## src/xphc_defines.svh

```systemverilog
`ifndef XPHC_DEFINES_SVH
`define XPHC_DEFINES_SVH
`define XPHC_PTI_CALL      8'h0B
`define XPHC_PTI_CALL_ACC  8'h0F
`define XPHC_PTI_CLR       8'h13
`define XPHC_PTI_CLR_CONF  8'h17
`define XPHC_PTI_RST       8'h1B
`define XPHC_PTI_RST_CONF  8'h1F
`define XPHC_PTI_RSTRT     8'hFB
`define XPHC_PTI_RSTRT_CNF 8'hFF
`define XPHC_PTI_DIAG      8'hF1
`define XPHC_PTI_RR128     8'h01
`define XPHC_PTI_RNR128    8'h05
`define XPHC_RR8_LOW       5'h01
`define XPHC_RNR8_LOW      5'h05
`define XPHC_DIAG_BAD_DBIT 8'hE9
`define XPHC_LCI_NONE      12'h000
`define XPHC_GFI_Q         7
`define XPHC_GFI_D         6
`define XPHC_GFI_M128      5
`define XPHC_GFI_M8        4
`define XPHC_ADDR_CTRL     4'h0
`define XPHC_ADDR_STAT     4'h4
`define XPHC_ADDR_RXCNT    4'h8
`define XPHC_CTRL_MOD128   0
`define XPHC_CTRL_LLC_LO   1
`define XPHC_CTRL_SVC      3
`define XPHC_CTRL_LCI_LO   16
`define XPHC_LLC_QUAL      2'h0
`define XPHC_LLC_ENH       2'h1
`define XPHC_LLC_HDRSVC    2'h2
`define XPHC_ST_DBIT       0
`define XPHC_ST_BADTYPE    1
`define XPHC_ST_BADLCI     2
`define XPHC_ST_SHORT      3
`define XPHC_ST_TXREF      4
`define XPHC_ST_PTI_LO     8
`endif

```

## src/xphc_pkg.sv

```systemverilog
`default_nettype none
package xphc_pkg;
	typedef enum logic [3:0] {
		K_DATA = 4'h0, K_RR = 4'h1, K_RNR = 4'h2, K_CALL = 4'h3,
		K_CALL_ACC = 4'h4, K_CLR = 4'h5, K_CLR_CONF = 4'h6, K_RST = 4'h7,
		K_RST_CONF = 4'h8, K_RSTRT = 4'h9, K_RSTRT_CNF = 4'hA, K_DIAG = 4'hB,
		K_BAD = 4'hF
	} xphc_kind_t;
	typedef enum logic [1:0] {S_IDLE = 2'h0, S_HDR = 2'h1, S_PAY = 2'h2} xphc_state_t;
	typedef struct packed {
		xphc_kind_t kind;
		logic [6:0] ps;
		logic [6:0] pr;
		logic       more;
		logic       qual;
		logic [7:0] cause;
		logic [7:0] diag;
	} xphc_tx_req_t;
	typedef struct packed {
		logic [7:0] data;
		logic       last;
	} xphc_byte_t;
	typedef struct packed {
		xphc_kind_t  kind;
		logic [11:0] lci;
		logic [6:0]  ps;
		logic [6:0]  pr;
		logic        more;
		logic        qual;
		logic [7:0]  pti;
	} xphc_rx_hdr_t;
endpackage
`default_nettype wire

```

## src/xphc_codec.sv

```systemverilog
`timescale 1ns/1ns
`default_nettype none
`include "xphc_defines.svh"
module xphc_codec
(
	input  wire logic                  I_SYS_CLK,
	input  wire logic                  I_RESET,
	input  wire logic [3:0]            I_ADDR,
	input  wire logic [31:0]           I_WDATA,
	input  wire logic                  I_WR,
	input  wire logic                  I_RD,
	output logic [31:0]                O_RDATA,
	input  wire logic                  I_TX_REQ_VALID,
	input  wire xphc_pkg::xphc_tx_req_t I_TX_REQ,
	output logic                       O_TX_REQ_READY,
	input  wire logic                  I_PAY_VALID,
	input  wire xphc_pkg::xphc_byte_t  I_PAY,
	output logic                       O_PAY_READY,
	output logic                       O_LNK_TX_VALID,
	output xphc_pkg::xphc_byte_t       O_LNK_TX,
	input  wire logic                  I_LNK_TX_READY,
	input  wire logic                  I_LNK_RX_VALID,
	input  wire xphc_pkg::xphc_byte_t  I_LNK_RX,
	output logic                       O_RX_EVT,
	output xphc_pkg::xphc_rx_hdr_t     O_RX_HDR,
	output logic                       O_RX_PAY_VALID,
	output xphc_pkg::xphc_byte_t       O_RX_PAY
);
	// Classifies a type octet; data is any even octet, ready/not-ready depend on modulus.
	function automatic xphc_pkg::xphc_kind_t classify(input logic [7:0] p, input logic m128);
		classify = xphc_pkg::K_BAD;
		if (!p[0])
			classify = xphc_pkg::K_DATA;
		else if (m128 ? (p == `XPHC_PTI_RR128) : (p[4:0] == `XPHC_RR8_LOW))
			classify = xphc_pkg::K_RR;
		else if (m128 ? (p == `XPHC_PTI_RNR128) : (p[4:0] == `XPHC_RNR8_LOW))
			classify = xphc_pkg::K_RNR;
		else if (p == `XPHC_PTI_CALL)      classify = xphc_pkg::K_CALL;
		else if (p == `XPHC_PTI_CALL_ACC)  classify = xphc_pkg::K_CALL_ACC;
		else if (p == `XPHC_PTI_CLR)       classify = xphc_pkg::K_CLR;
		else if (p == `XPHC_PTI_CLR_CONF)  classify = xphc_pkg::K_CLR_CONF;
		else if (p == `XPHC_PTI_RST)       classify = xphc_pkg::K_RST;
		else if (p == `XPHC_PTI_RST_CONF)  classify = xphc_pkg::K_RST_CONF;
		else if (p == `XPHC_PTI_RSTRT)     classify = xphc_pkg::K_RSTRT;
		else if (p == `XPHC_PTI_RSTRT_CNF) classify = xphc_pkg::K_RSTRT_CNF;
		else if (p == `XPHC_PTI_DIAG)      classify = xphc_pkg::K_DIAG;
	endfunction

	// Ready, not-ready and data headers grow to four octets under modulo 128.
	function automatic logic [2:0] hdr_len(input xphc_pkg::xphc_kind_t k, input logic m128);
		hdr_len = 3'h3;
		if (m128 && (k == xphc_pkg::K_DATA || k == xphc_pkg::K_RR || k == xphc_pkg::K_RNR))
			hdr_len = 3'h4;
	endfunction

	logic [31:0]              ctrl_q;
	logic [7:0]               stat_q;
	logic [7:0]               last_pti_q;
	logic [15:0]              rxcnt_q;
	logic                     mod128;
	logic [1:0]               llc;
	logic                     svc;
	logic [11:0]              act_lci;

	assign mod128  = ctrl_q[`XPHC_CTRL_MOD128];
	assign llc     = ctrl_q[`XPHC_CTRL_LLC_LO +: 2];
	assign svc     = ctrl_q[`XPHC_CTRL_SVC];
	assign act_lci = ctrl_q[`XPHC_CTRL_LCI_LO +: 12];

	// Receive side: octets are counted and the header fields captured as they pass.
	logic [2:0]               rx_idx_q;
	logic [7:0]               rx_b0_q;
	logic [7:0]               rx_b1_q;
	logic [7:0]               rx_b2_q;
	logic [7:0]               rx_b3_q;
	logic                     rx_dbit_q;
	logic                     rx_take;
	logic                     rx_end;
	logic [7:0]               rx_pti;
	logic [7:0]               rx_b3;
	xphc_pkg::xphc_kind_t     rx_kind;
	logic [11:0]              rx_lci;
	logic [2:0]               rx_hlen;
	logic                     rx_gfi_bad;
	logic                     rx_lci_bad;
	logic                     rx_short;
	logic                     rx_extra;
	logic                     rx_type_bad;
	logic                     rx_ok;
	logic                     rx_fwd;

	assign rx_take    = I_LNK_RX_VALID;
	assign rx_end     = rx_take && I_LNK_RX.last;
	assign rx_pti     = (rx_idx_q == 3'h2) ? I_LNK_RX.data : rx_b2_q;
	assign rx_b3      = (rx_idx_q == 3'h3) ? I_LNK_RX.data : rx_b3_q;
	assign rx_kind    = classify(rx_pti, mod128);
	assign rx_lci     = {rx_b0_q[3:0], rx_b1_q};
	assign rx_hlen    = hdr_len(rx_kind, mod128);
	assign rx_gfi_bad = rx_b0_q[`XPHC_GFI_M128] != mod128 || rx_b0_q[`XPHC_GFI_M8] == mod128;
	assign rx_lci_bad = rx_lci == `XPHC_LCI_NONE || rx_lci != act_lci;
	assign rx_short   = rx_idx_q < rx_hlen - 3'h1;
	assign rx_extra   = (rx_kind == xphc_pkg::K_RR || rx_kind == xphc_pkg::K_RNR)
	                    && rx_idx_q >= rx_hlen;
	assign rx_type_bad = rx_kind == xphc_pkg::K_BAD || rx_gfi_bad || rx_extra;
	assign rx_ok      = !rx_short && !rx_type_bad && !rx_lci_bad && !rx_dbit_q;
	// Payload is only forwarded once the header is known good, so dropped packets leak no payload octets.
	assign rx_fwd     = rx_take && rx_kind == xphc_pkg::K_DATA && rx_idx_q >= rx_hlen
	                    && !rx_type_bad && !rx_lci_bad && !rx_dbit_q;

	// Octet capture; the index saturates since only the first four octets matter.
	always_ff @(posedge I_SYS_CLK)
	begin
		if (I_RESET || rx_end)
			rx_idx_q <= 3'h0;
		else if (rx_take && rx_idx_q != 3'h7)
			rx_idx_q <= rx_idx_q + 3'h1;
		if (rx_take && rx_idx_q == 3'h0)
			rx_b0_q <= I_LNK_RX.data;
		if (rx_take && rx_idx_q == 3'h1)
			rx_b1_q <= I_LNK_RX.data;
		if (rx_take && rx_idx_q == 3'h2)
			rx_b2_q <= I_LNK_RX.data;
		if (rx_take && rx_idx_q == 3'h3)
			rx_b3_q <= I_LNK_RX.data;
	end

	// A packet already carrying a confirmation request is marked from its first octet.
	always_ff @(posedge I_SYS_CLK)
	begin
		if (I_RESET || rx_end)
			rx_dbit_q <= 1'b0;
		else if (rx_take && rx_idx_q == 3'h0)
			rx_dbit_q <= I_LNK_RX.data[`XPHC_GFI_D];
	end

	// Received header event and payload, all from flops.
	always_ff @(posedge I_SYS_CLK)
	begin
		if (I_RESET)
		begin
			O_RX_EVT       <= 1'b0;
			O_RX_PAY_VALID <= 1'b0;
			O_RX_HDR       <= '0;
			O_RX_PAY       <= '0;
		end
		else
		begin
			O_RX_EVT       <= rx_end && rx_ok;
			O_RX_PAY_VALID <= rx_fwd;
			if (rx_fwd)
				O_RX_PAY <= I_LNK_RX;
			if (rx_end)
			begin
				O_RX_HDR.kind <= rx_kind;
				O_RX_HDR.lci  <= rx_lci;
				O_RX_HDR.pti  <= rx_pti;
				O_RX_HDR.qual <= rx_b0_q[`XPHC_GFI_Q];
				O_RX_HDR.ps   <= mod128 ? rx_pti[7:1] : {4'h0, rx_pti[3:1]};
				O_RX_HDR.more <= mod128 ? rx_b3[0] : rx_pti[4];
				O_RX_HDR.pr   <= mod128 ? rx_b3[7:1] : {4'h0, rx_pti[7:5]};
			end
		end
	end

	// Transmit side.
	xphc_pkg::xphc_state_t    st_q;
	xphc_pkg::xphc_tx_req_t   req_q;
	xphc_pkg::xphc_tx_req_t   auto_req;
	logic [2:0]               tx_idx_q;
	logic                     resp_pend_q;
	logic                     out_adv;
	logic                     req_take;
	logic                     req_refuse;
	logic                     start_auto;
	logic                     has_cause;
	logic                     has_pay;
	logic [2:0]               tx_len;
	logic                     tx_last_hdr;
	logic [7:0]               tx_pti;
	logic [7:0]               tx_b0;
	logic [7:0]               tx_b3;
	logic [7:0]               tx_byte;
	logic                     pay_take;

	// The answer to a confirmation request takes the form matching the circuit kind.
	assign auto_req   = '{kind: svc ? xphc_pkg::K_CLR : xphc_pkg::K_RST, ps: 7'h00, pr: 7'h00,
	                      more: 1'b0, qual: 1'b0, cause: 8'h00, diag: `XPHC_DIAG_BAD_DBIT};
	assign out_adv    = !O_LNK_TX_VALID || I_LNK_TX_READY;
	assign start_auto = st_q == xphc_pkg::S_IDLE && resp_pend_q;
	assign O_TX_REQ_READY = st_q == xphc_pkg::S_IDLE && !resp_pend_q;
	assign req_take   = O_TX_REQ_READY && I_TX_REQ_VALID;
	assign req_refuse = req_take && (I_TX_REQ.kind == xphc_pkg::K_RNR
	                    || I_TX_REQ.kind == xphc_pkg::K_BAD
	                    || act_lci == `XPHC_LCI_NONE);
	assign has_cause  = req_q.kind == xphc_pkg::K_CLR || req_q.kind == xphc_pkg::K_RST
	                    || req_q.kind == xphc_pkg::K_RSTRT;
	assign has_pay    = req_q.kind == xphc_pkg::K_DATA || req_q.kind == xphc_pkg::K_CALL
	                    || req_q.kind == xphc_pkg::K_CALL_ACC;
	assign tx_len     = has_cause ? 3'h5 : hdr_len(req_q.kind, mod128);
	assign tx_last_hdr = tx_idx_q == tx_len - 3'h1;

	// Octet 0: qualifier only for qualified data, confirmation never asked, one modulus bit.
	assign tx_b0 = {llc == `XPHC_LLC_QUAL && req_q.kind == xphc_pkg::K_DATA && req_q.qual,
	                1'b0,
	                mod128, !mod128,
	                act_lci[11:8]};

	// Type octet per kind and modulus.
	always_comb
	begin
		tx_pti = `XPHC_PTI_DIAG;
		unique case (req_q.kind)
			xphc_pkg::K_DATA:      tx_pti = mod128 ? {req_q.ps, 1'b0}
			                       : {req_q.pr[2:0], req_q.more, req_q.ps[2:0], 1'b0};
			xphc_pkg::K_RR:        tx_pti = mod128 ? `XPHC_PTI_RR128
			                       : {req_q.pr[2:0], `XPHC_RR8_LOW};
			xphc_pkg::K_CALL:      tx_pti = `XPHC_PTI_CALL;
			xphc_pkg::K_CALL_ACC:  tx_pti = `XPHC_PTI_CALL_ACC;
			xphc_pkg::K_CLR:       tx_pti = `XPHC_PTI_CLR;
			xphc_pkg::K_CLR_CONF:  tx_pti = `XPHC_PTI_CLR_CONF;
			xphc_pkg::K_RST:       tx_pti = `XPHC_PTI_RST;
			xphc_pkg::K_RST_CONF:  tx_pti = `XPHC_PTI_RST_CONF;
			xphc_pkg::K_RSTRT:     tx_pti = `XPHC_PTI_RSTRT;
			xphc_pkg::K_RSTRT_CNF: tx_pti = `XPHC_PTI_RSTRT_CNF;
			default:               tx_pti = `XPHC_PTI_DIAG;
		endcase
	end

	assign tx_b3 = has_cause ? req_q.cause
	               : {req_q.pr, req_q.kind == xphc_pkg::K_DATA && req_q.more};
	assign tx_byte = tx_idx_q == 3'h0 ? tx_b0
	               : tx_idx_q == 3'h1 ? act_lci[7:0]
	               : tx_idx_q == 3'h2 ? tx_pti
	               : tx_idx_q == 3'h3 ? tx_b3 : req_q.diag;
	assign O_PAY_READY = st_q == xphc_pkg::S_PAY && out_adv;
	assign pay_take    = O_PAY_READY && I_PAY_VALID;

	// Sequencer: idle, header octets, then payload for kinds that carry one.
	always_ff @(posedge I_SYS_CLK)
	begin
		if (I_RESET)
		begin
			st_q     <= xphc_pkg::S_IDLE;
			tx_idx_q <= 3'h0;
			req_q    <= '0;
		end
		else
		begin
			unique case (st_q)
				xphc_pkg::S_IDLE:
				begin
					tx_idx_q <= 3'h0;
					if (start_auto)
					begin
						req_q <= auto_req;
						st_q  <= xphc_pkg::S_HDR;
					end
					else if (req_take && !req_refuse)
					begin
						req_q <= I_TX_REQ;
						st_q  <= xphc_pkg::S_HDR;
					end
				end
				xphc_pkg::S_HDR:
					if (out_adv)
					begin
						tx_idx_q <= tx_idx_q + 3'h1;
						if (tx_last_hdr)
							st_q <= has_pay ? xphc_pkg::S_PAY : xphc_pkg::S_IDLE;
					end
				xphc_pkg::S_PAY:
					if (pay_take && I_PAY.last)
						st_q <= xphc_pkg::S_IDLE;
				default:
					st_q <= xphc_pkg::S_IDLE;
			endcase
		end
	end

	// Link output register; the whole packet goes to the link layer as one frame payload.
	always_ff @(posedge I_SYS_CLK)
	begin
		if (I_RESET)
		begin
			O_LNK_TX_VALID <= 1'b0;
			O_LNK_TX       <= '0;
		end
		else if (out_adv)
		begin
			O_LNK_TX_VALID <= st_q == xphc_pkg::S_HDR || pay_take;
			if (st_q == xphc_pkg::S_HDR)
				O_LNK_TX <= '{data: tx_byte, last: tx_last_hdr && !has_pay};
			else if (pay_take)
				O_LNK_TX <= I_PAY;
		end
	end

	// Pending answer: a new offending packet re-arms it even as the answer starts.
	always_ff @(posedge I_SYS_CLK)
	begin
		if (I_RESET)
			resp_pend_q <= 1'b0;
		else if (rx_end && rx_dbit_q)
			resp_pend_q <= 1'b1;
		else if (start_auto)
			resp_pend_q <= 1'b0;
	end

	// Register bus. Status bits are sticky, write one to clear, and a new event beats the clear.
	logic [7:0]               stat_set;
	logic                     wr_ctrl;
	logic                     wr_stat;
	logic [31:0]              rd_mux;

	assign stat_set = {3'h0, req_refuse, rx_end && rx_short, rx_end && rx_lci_bad && !rx_short,
	                   rx_end && rx_type_bad && !rx_short, rx_end && rx_dbit_q};
	assign wr_ctrl  = I_WR && I_ADDR == `XPHC_ADDR_CTRL;
	assign wr_stat  = I_WR && I_ADDR == `XPHC_ADDR_STAT;
	assign rd_mux   = I_ADDR == `XPHC_ADDR_CTRL  ? {4'h0, act_lci, 12'h000, svc, llc, mod128}
	                : I_ADDR == `XPHC_ADDR_STAT  ? {16'h0000, last_pti_q, stat_q}
	                : I_ADDR == `XPHC_ADDR_RXCNT ? {16'h0000, rxcnt_q} : 32'h0000_0000;

	always_ff @(posedge I_SYS_CLK)
	begin
		if (I_RESET)
		begin
			ctrl_q     <= 32'h0000_0000;
			stat_q     <= 8'h00;
			last_pti_q <= 8'h00;
			rxcnt_q    <= 16'h0000;
			O_RDATA    <= 32'h0000_0000;
		end
		else
		begin
			if (wr_ctrl)
				ctrl_q <= {4'h0, I_WDATA[27:16], 12'h000, I_WDATA[3:0]};
			stat_q <= (stat_q & ~(wr_stat ? I_WDATA[7:0] : 8'h00)) | stat_set;
			if (rx_end)
				last_pti_q <= rx_pti;
			if (rx_end && rx_ok)
				rxcnt_q <= rxcnt_q + 16'h0001;
			O_RDATA <= I_RD ? rd_mux : 32'h0000_0000;
		end
	end

	// Checks.
	a_dbit_zero: assert property (@(posedge I_SYS_CLK) disable iff (I_RESET)
		(O_LNK_TX_VALID && st_q != xphc_pkg::S_IDLE && tx_idx_q == 3'h1)
		|-> !O_LNK_TX.data[`XPHC_GFI_D]) else $error("confirmation bit sent");
	a_mod_bits: assert property (@(posedge I_SYS_CLK) disable iff (I_RESET)
		(O_LNK_TX_VALID && st_q != xphc_pkg::S_IDLE && tx_idx_q == 3'h1)
		|-> O_LNK_TX.data[`XPHC_GFI_M128] != O_LNK_TX.data[`XPHC_GFI_M8])
		else $error("modulus bits clash");
	a_qual_off: assert property (@(posedge I_SYS_CLK) disable iff (I_RESET)
		(llc != `XPHC_LLC_QUAL && O_LNK_TX_VALID && st_q != xphc_pkg::S_IDLE
		 && tx_idx_q == 3'h1) |-> !O_LNK_TX.data[`XPHC_GFI_Q]) else $error("qualifier set");
	a_dbit_answer: assert property (@(posedge I_SYS_CLK) disable iff (I_RESET)
		(rx_end && rx_dbit_q) |=> resp_pend_q || start_auto) else $error("no answer armed");
	a_no_rnr_tx: assert property (@(posedge I_SYS_CLK) disable iff (I_RESET)
		(st_q != xphc_pkg::S_IDLE) |-> req_q.kind != xphc_pkg::K_RNR) else $error("rnr sent");
	a_lci_drop: assert property (@(posedge I_SYS_CLK) disable iff (I_RESET)
		(rx_end && rx_lci == `XPHC_LCI_NONE) |=> !O_RX_EVT && stat_q != 8'h00)
		else $error("channel zero accepted");
	a_min_len: assert property (@(posedge I_SYS_CLK) disable iff (I_RESET)
		(st_q == xphc_pkg::S_HDR && out_adv && tx_last_hdr) |-> tx_idx_q >= 3'h2)
		else $error("header too short");
	a_rr_nodata: assert property (@(posedge I_SYS_CLK) disable iff (I_RESET)
		(rx_take && (rx_kind == xphc_pkg::K_RR || rx_kind == xphc_pkg::K_RNR)) |=> !O_RX_PAY_VALID)
		else $error("ready packet payload");
	a_auto_diag: assert property (@(posedge I_SYS_CLK) disable iff (I_RESET)
		start_auto |=> req_q.diag == `XPHC_DIAG_BAD_DBIT ##0 st_q == xphc_pkg::S_HDR)
		else $error("wrong diagnostic");
endmodule
`default_nettype wire

```

## config.mk

```make
export PLATFORM = sky130hd
export DESIGN_NAME = xphc_codec
export DESIGN_NICKNAME = d
export VERILOG_FILES = /design/src/xphc_pkg.sv /design/src/xphc_codec.sv
export VERILOG_INCLUDE_DIRS = /design/src
export SDC_FILE = /design/constraint.sdc
export NUM_CORES = 1
export LEC_CHECK = 0
export ABC_AREA = 1
export CORE_MARGIN = 10
export CORE_UTILIZATION = 45
export DETAILED_ROUTE_END_ITERATION = 7
export DONT_BUFFER_PORTS = 1
export MAX_ROUTING_LAYER = met4
export PLACE_DENSITY = 0.59
export SLEW_MARGIN = 40
export SYNTH_ARGS = -nofsm -noshare
export SYNTH_HDL_FRONTEND = slang
export SYNTH_SLANG_ARGS = --single-unit
```

## constraint.sdc

```tcl
create_clock -name I_SYS_CLK -period 9.6 [get_ports I_SYS_CLK]
set_input_delay 1.92 -clock I_SYS_CLK [delete_from_list [all_inputs] [get_ports I_SYS_CLK]]
set_output_delay 1.92 -clock I_SYS_CLK [all_outputs]
set_load 0.02 [all_outputs]
```

# Yosys cells after proc, flatten, opt, wreduce, memory -nomap -nowiden
# Cells that the tools add are included.
[op_classes]
n_addsub = 5
order_cmp = 2
n_eq_ne = 47
mux = 50
bitwise = 4
n_reduce_logical = 85
[ops]
columns = ["operator", "count"]
rows = [
  ["$mux 8", 10],
  ["$pmux 8 s10", 1],
  ["$mux 36", 2],
  ["$logic_and 1x1->1", 38],
  ["$eq 8x5->1 const B", 4],
  ["$mux 16", 2],
  ["$mux 4", 8],
  ["$mux 28", 1],
  ["$eq 4x4->1 const B", 6],
  ["$eq 8x8->1 const B", 3],
  ["$logic_not 12->1", 2],
  ["$mux 3", 8],
  ["$eq 4x3->1 const B", 5],
  ["$logic_or 1x1->1", 18],
  ["$mux 9", 2],
  ["$add 16x1->16 const B", 1],
  ["$eq 4x2->1 const B", 4],
  ["$eq 8x4->1 const B", 2],
  ["$mux 2", 7],
  ["$mux 7", 2],
  ["$eq 3x2->1 const B", 4],
  ["$logic_not 4->1", 3],
  ["$ne 12x12->1", 1],
  ["$logic_not 1->1", 9],
  ["other kinds (34)", 50],
]
[totals]
regBits = 211
in_bits = 98
output_inout_bits = 95

# Logic depth before layout (Yosys ltp)
[logic_depth]
ltp_word = 28
mapped_depth = 27
depth_no_buf = 26

# Worst setup path after synthesis
# OpenSTA, ideal clock, no wires.
[synth_path]
path_type = "input port to flip-flop"
start = "input port I_LNK_RX[1] (netlist name)"
end = "register rxcnt_q[14]"
arrival_ns = 4.228
required_time_ns = 9.484
slack_ns = 5.256
stages = 19
path_buffers = 1
path_cell_list = "inv_1 -> o21ai_4 -> nand2_2 -> nor2_1 -> nand2_1 -> inv_1 -> nor2_1 -> nand2_1 -> nand2_1 -> ha_1 -> a21oi_1 -> o21ai_0 -> a31oi_1 -> inv_1 -> a21oi_4 -> buf_2 -> nand4_1 -> o21ai_0 -> nor2_1"
[synth_between]
elab_chain_cells = 27
[synth_lines]
columns = ["element", "line_no", "rtl"]
rows = [
  ["start: declaration", "xphc_codec.sv:23", "input wire xphc_pkg::xphc_byte_t I_LNK_RX,"],
  ["$mux 8 (*)", "xphc_codec.sv:94", "assign rx_pti = (rx_idx_q == 3'h2) ? I_LNK_RX.data : rx_b2_q;"],
  ["$eq 8x8->1 (no line)", "--", ""],
  ["$mux 3", "xphc_codec.sv:46", "else if (p == `XPHC_PTI_DIAG) classify = xphc_pkg::K_DIAG;"],
  ["$mux 3", "xphc_codec.sv:45", "else if (p == `XPHC_PTI_RSTRT_CNF) classify = xphc_pkg::K_RSTRT_CNF;"],
  ["$mux 3", "xphc_codec.sv:44", "else if (p == `XPHC_PTI_RSTRT) classify = xphc_pkg::K_RSTRT;"],
  ["$mux 3", "xphc_codec.sv:43", "else if (p == `XPHC_PTI_RST_CONF) classify = xphc_pkg::K_RST_CONF;"],
  ["$mux 4", "xphc_codec.sv:42", "else if (p == `XPHC_PTI_RST) classify = xphc_pkg::K_RST;"],
  ["$mux 4", "xphc_codec.sv:41", "else if (p == `XPHC_PTI_CLR_CONF) classify = xphc_pkg::K_CLR_CONF;"],
  ["$mux 4", "xphc_codec.sv:40", "else if (p == `XPHC_PTI_CLR) classify = xphc_pkg::K_CLR;"],
  ["$mux 4", "xphc_codec.sv:39", "else if (p == `XPHC_PTI_CALL_ACC) classify = xphc_pkg::K_CALL_ACC;"],
  ["$mux 4", "xphc_codec.sv:38", "else if (p == `XPHC_PTI_CALL) classify = xphc_pkg::K_CALL;"],
  ["$mux 4", "xphc_codec.sv:36", "else if (m128 ? (p == `XPHC_PTI_RNR128) : (p[4:0] == `XPHC_RNR8_LOW))"],
  ["$mux 4", "xphc_codec.sv:34", "else if (m128 ? (p == `XPHC_PTI_RR128) : (p[4:0] == `XPHC_RR8_LOW))"],
  ["$mux 4 (*)", "xphc_codec.sv:32", "if (!p[0])"],
  ["parallel branches: the longest is 9 deep, another holds $sub 3x1->3", "--", ""],
  ["$logic_and 1x1->1 (*) (3 in series)", "xphc_codec.sv:105", "assign rx_ok = !rx_short && !rx_type_bad && !rx_lci_bad && !rx_dbit_q;"],
  ["$logic_and 1x1->1 (*)", "xphc_codec.sv:340", "if (rx_end && rx_ok)"],
  ["end signal: assignment", "xphc_codec.sv:341", "rxcnt_q <= rxcnt_q + 16'h0001;"],
  ["end: declaration", "xphc_codec.sv:59", "logic [15:0] rxcnt_q;"],
]
# Mark *: on every way between the ends.
# A chain may end at the register's enable or synchronous reset.

# Worst setup path after layout
[layout_path]
start = "input port I_LNK_RX[1] (netlist name)"
end = "register O_RX_PAY[1] (netlist name)"
[layout_between]
elab_chain_cells = 26
[layout_lines]
columns = ["element", "line_no", "rtl"]
rows = [
  ["$mux 8", "xphc_codec.sv:94", ""],
  ["$eq 8x8->1 (no line)", "--", ""],
  ["$mux 3", "xphc_codec.sv:46", ""],
  ["$mux 3", "xphc_codec.sv:45", ""],
  ["$mux 3", "xphc_codec.sv:44", ""],
  ["$mux 3", "xphc_codec.sv:43", ""],
  ["$mux 4", "xphc_codec.sv:42", ""],
  ["$mux 4", "xphc_codec.sv:41", ""],
  ["(+7 left out)", "--", ""],
  ["$logic_or 1x1->1 (2 in series)", "xphc_codec.sv:52", "if (m128 && (k == xphc_pkg::K_DATA || k == xphc_pkg::K_RR || k == xphc_pkg::K_RNR))"],
  ["$logic_and 1x1->1", "xphc_codec.sv:52", ""],
  ["$mux 3", "xphc_codec.sv:52", ""],
  ["$ge 3x3->1", "xphc_codec.sv:103, xphc_codec.sv:107", ""],
  ["$logic_and 1x1->1", "xphc_codec.sv:103", "&& rx_idx_q >= rx_hlen;"],
  ["$logic_or 1x1->1", "xphc_codec.sv:104", "assign rx_type_bad = rx_kind == xphc_pkg::K_BAD || rx_gfi_bad || rx_extra;"],
  ["$logic_not 1->1", "xphc_codec.sv:108", "&& !rx_type_bad && !rx_lci_bad && !rx_dbit_q;"],
  ["$logic_and 1x1->1 (3 in series)", "xphc_codec.sv:108", ""],
  ["end signal: assignment", "xphc_codec.sv:144", "O_RX_PAY <= '0;"],
  ["end signal: assignment", "xphc_codec.sv:151", "O_RX_PAY <= I_LNK_RX;"],
  ["end: declaration", "xphc_codec.sv:27", "output xphc_pkg::xphc_byte_t O_RX_PAY"],
]
# Parallel ways exist; a longest one is shown, timed or not.

==> impl_results.html <==
<table>
<tr><th>Metric</th><th>Value</th></tr>
<tr><th colspan="2">Routing</th></tr>
<tr><td>Routed wire length</td><td>27,900 µm</td></tr>
<tr><td>Average wire per standard cell</td><td>about 19 µm</td></tr>
<tr><td>Antenna Violating Nets Remaining</td><td>0</td></tr>
<tr><td>First-pass DRT Iterations</td><td>5</td></tr>
<tr><td>Iter 0 DRT Violations</td><td>613</td></tr>
<tr><td>Total vias in the final route</td><td>7,891</td></tr>
<tr><td>DRC violation count after routing</td><td>0</td></tr>
<tr><td>Detail-routed via count per cell</td><td>~5.4</td></tr>
<tr><th colspan="2">Timing</th></tr>
<tr><td>RSZ-0062 raised after global routing</td><td>no</td></tr>
<tr><td>Count of final setup violators</td><td>0</td></tr>
<tr><td>Final-layout worst hold slack</td><td>approximately 0.45 ns</td></tr>
<tr><td>Worst slew pin tran</td><td>~0.83 ns</td></tr>
<tr><td>Fraction of the cycle the final worst path needs</td><td>between 40% and 50%</td></tr>
<tr><td>Max-slew violation count</td><td>0</td></tr>
<tr><td>Final hold vios</td><td>0</td></tr>
<tr><td>Post-layout minimum cycle time</td><td>4.43 ns</td></tr>
<tr><td>Worst slew slack as a fraction of its limit</td><td>44.6%</td></tr>
<tr><td>Final Skew</td><td>0.0135 ns</td></tr>
<tr><td>Setup ws final</td><td>a little over 5 ns</td></tr>
<tr><td>Achievable clock frequency</td><td>226 MHz</td></tr>
<tr><td>Setup TNS after final layout</td><td>0 ns</td></tr>
<tr><th colspan="2">Layout</th></tr>
<tr><td>Syn-to-layout area delta</td><td>9.79%</td></tr>
<tr><td>Footprint of the flip-flops and latches</td><td>0.00437 mm²</td></tr>
<tr><td>Total number of nets in the final design</td><td>1,294</td></tr>
<tr><td>Multi-input combinational cell area</td><td>0.00409 mm²</td></tr>
<tr><td>Number of filler instances in the final layout</td><td>2,028</td></tr>
<tr><td>Layout cell share with drive strength beyond 1</td><td>under 10%</td></tr>
<tr><td>Filler-free cell count of the finished design</td><td>1,468</td></tr>
<tr><td>Final cell utilization of the core</td><td>50.3%</td></tr>
<tr><th colspan="2">Critical path</th></tr>
<tr><td>Top fanout value on the critical path</td><td>12</td></tr>
<tr><td>CP startpoint kind</td><td>input port</td></tr>
<tr><td>Worst Setup End Kind</td><td>flop</td></tr>
<tr><td>Critical Setup Path Class</td><td>in2reg</td></tr>
<tr><td>Arrival time at the worst endpoint</td><td>~4.9 ns</td></tr>
<tr><td>Required time of the critical path</td><td>10.05 ns</td></tr>
<tr><th colspan="2">Logic synthesis</th></tr>
<tr><td>Leading cell type by number of instances after synthesis</td><td>nand2_1</td></tr>
<tr><td>EDFF count, synth</td><td>31</td></tr>
<tr><td>Syn Area/Cell</td><td>just under 8 µm²</td></tr>
<tr><td>Top area cells in the synthesized netlist</td><td>dfxtp_1 (37%), edfxtp_1 (10%), nand2_1 (8.4%)</td></tr>
<tr><td>Post-Synthesis Cells</td><td>1,202</td></tr>
<tr><td>Most numerous cell types in the synthesized netlist</td><td>nand2_1 (208), dfxtp_1 (172), inv_1 (143), nor2_1 (105), o21ai_0 (100)</td></tr>
<tr><td>Synth area leader</td><td>dfxtp_1</td></tr>
<tr><td>Share of synthesized registers carrying an async set or reset</td><td>0%</td></tr>
<tr><td>Sequential fraction of the synthesis area</td><td>47.0%</td></tr>
<tr><td>Area of the mapped netlist</td><td>0.00931 mm²</td></tr>
<tr><td>Flip-flop cell with the highest count after synthesis</td><td>dfxtp_1</td></tr>
<tr><td>Post-synthesis register bit count</td><td>about 200</td></tr>
<tr><td>Yosys Warn Count</td><td>0</td></tr>
<tr><td>Area fraction of the dominant cell type after synthesis</td><td>between 30% and 40%</td></tr>
<tr><td>Number of distinct standard cells referenced by the synthesized netlist</td><td>49</td></tr>
<tr><th colspan="2">Clock tree</th></tr>
<tr><td>Max Root-Sink Buffers</td><td>3</td></tr>
<tr><td>Post-CTS setup buffer count</td><td>0</td></tr>
<tr><td>CTS Sinks</td><td>about 200</td></tr>
<tr><td>Insertion delay of the later-clocked pin in the worst-skew pair</td><td>0.51 ns</td></tr>
<tr><td>Maximum level of the CTS H-tree</td><td>1</td></tr>
<tr><td>Clock transition time at the flip-flop clock pins of the worst setup and hold paths</td><td>~0.06 ns</td></tr>
<tr><td>Clock tree from TritonCTS</td><td>done</td></tr>
<tr><td>Clock Root Buffer</td><td>clkbuf_16</td></tr>
<tr><td>Number of hold-repair buffers added at the cts stage</td><td>0</td></tr>
<tr><td>TritonCTS buffer count</td><td>23</td></tr>
<tr><td>Post-CTS sizing</td><td>0</td></tr>
<tr><th colspan="2">Global routing</th></tr>
<tr><td>Via count of the first global-routing pass</td><td>7,706</td></tr>
<tr><td>First-pass GRT wire length</td><td>42,900 µm</td></tr>
<tr><td>Gr ovfl total</td><td>0</td></tr>
<tr><td>Overall Global Routing Usage</td><td>between 20% and 30%</td></tr>
<tr><td>Pin count of the biggest net entering global routing</td><td>between 90 and 100</td></tr>
<tr><td>Initial antenna violation count</td><td>1</td></tr>
<tr><th colspan="2">Pwr</th></tr>
<tr><td>Leakage power summed over all cells</td><td>3.91 nW</td></tr>
<tr><td>Peak VDD IR</td><td>132 µV</td></tr>
<tr><td>Power Dens Cells</td><td>198 mW/mm²</td></tr>
<tr><th colspan="2">Die</th></tr>
<tr><td>Die outline width</td><td>~160 µm</td></tr>
<tr><td>Number of ports placed on the die boundary</td><td>193</td></tr>
<tr><td>Area of the core</td><td>slightly above 0.02 mm²</td></tr>
<tr><td>Vertical die dimension</td><td>164 µm</td></tr>
<tr><td>Initial standard-cell utilization of the core</td><td>45.8%</td></tr>
<tr><td>DIE AREA</td><td>0.0268 mm²</td></tr>
<tr><td>Site Rows</td><td>52</td></tr>
<tr><th colspan="2">Placement</th></tr>
<tr><td>Post-placement cell count</td><td>1,425</td></tr>
<tr><td>Setup Slack @ Placement</td><td>roughly 4.7 ns</td></tr>
<tr><td>DP HPWL</td><td>20,500 µm</td></tr>
<tr><td>Final GP Congestion</td><td>0.920</td></tr>
<tr><td>Number of buffer cells added on primary ports</td><td>0</td></tr>
<tr><th colspan="2">Min path</th></tr>
<tr><td>Worst Hold Class</td><td>reg2reg</td></tr>
<tr><th colspan="2">Run</th></tr>
<tr><td>Total of max-cap violations</td><td>0</td></tr>
<tr><th colspan="2">Outcome</th></tr>
<tr><td>Run status</td><td>complete, no violations</td></tr>
</table>
==> state kept, by name, indices dropped and copies added (netlist names) <==
register        cells
last_pti_q          5
rx_dbit_q           1
req_q              36
rx_b2_q             8
O_RX_PAY            9
resp_pend_q         1
O_RX_PAY_VALID      1
O_RX_HDR           32
st_q                2
O_LNK_TX_VALID      1
tx_idx_q            3
O_RX_EVT            1
rxcnt_q            16
O_LNK_TX            9
rx_b3_q             8
O_RDATA            28
stat_q              8
rx_b1_q             8
ctrl_q             16
rx_idx_q            3
rx_b0_q             7
==> final timing paths <==
path	startpoint	end	slack, ns	cells after the start
worst max-delay path	I_LNK_RX[1]	O_RX_PAY[1]	5.17	21
worst min-delay path	rx_b0_q[7]	O_RX_HDR[8]	0.45	2
worst max register to register	rx_idx_q[0]	O_RX_PAY[1]	5.50	23
worst min register to register	rx_b0_q[7]	O_RX_HDR[8]	0.45	2
==> cell families after synthesis <==
logic type	synth area share [%]
simple gates	24.1
other cells	0.0403
fa+ha+maj	2.15
compound gates	16.3
xor+xnor	1.22
buf+inv	9.24
flops	47.0
==> per-layer routing <==
metal  wire length [µm]  up-vias  GRT usage, %
li1                   -     3962             -
met1              11800     3655          24.4
met2              13400      232          33.9
met3               1920       42          4.66
met4                777        0          6.17
met5                  0        -             -
==> worst max-delay path, cell delays in order <==
cell and delay (ns):
inv_1 0.06, o21ai_4 0.28, nand2_2 0.08, nor2_1 0.17, nand2_1 0.10, inv_1 0.09
nor2_1 0.07, nand2_1 0.07, nand2_1 0.08, ha_1 0.36, a21oi_1 0.14, o21ai_0 0.10
a31oi_1 0.23, inv_1 0.13, a21oi_4 0.40, nand2_2 0.13, inv_2 0.12, nand2_4 0.10
nand2_1 0.10, nand2_1 0.05, nor2_1 0.11
==> placed cells by master, fill, tap and decap left out, types with 6 or more instances in the layout <==
cell,netlist,final
nand2_1,208,207
nor3_1,22,22
inv_1,143,142
o22ai_1,13,13
o21ai_0,100,100
nand4_1,24,24
edfxtp_1,31,31
nor4_1,11,11
a21oi_1,87,87
ha_1,16,16
inv_2,9,10
o21ai_1,10,10
clkbuf_16,0,24
o21ai_2,9,9
nand2_2,12,13
nor2_2,9,9
xor2_1,12,12
nor2_1,105,105
dfxtp_1,172,172
clkbuf_8,0,6
o211ai_1,18,18
nand3_1,93,93
==> layout make-up <==
type                       instances  area share (%)
timing repair buffer               4           0.331
inverter                         156            5.73
antenna                            1          0.0245
clock buffer                      34            6.83
multi-input combinational        792            40.0
tap                              270            3.31
clock inverter                     8           0.968
sequential                       203            42.8
==> power breakdown <==
part	internal, mW	switching [mW]
Combinational	0.0505	0.125
Clock	0.558	0.354
Sequential	0.898	0.0415
Total	1.51	0.520
==> through the flow <==
step,power (mW),cell area [µm²]
6_report,2.03,10200
5_1_grt,2.10,10200
4_1_cts,2.04,10200
3_5_place_dp,1.13,9420
3_3_place_gp,1.13,9410
2_1_floorplan,1.09,9320
No activity file was read; power rests on OpenSTA's default activity.
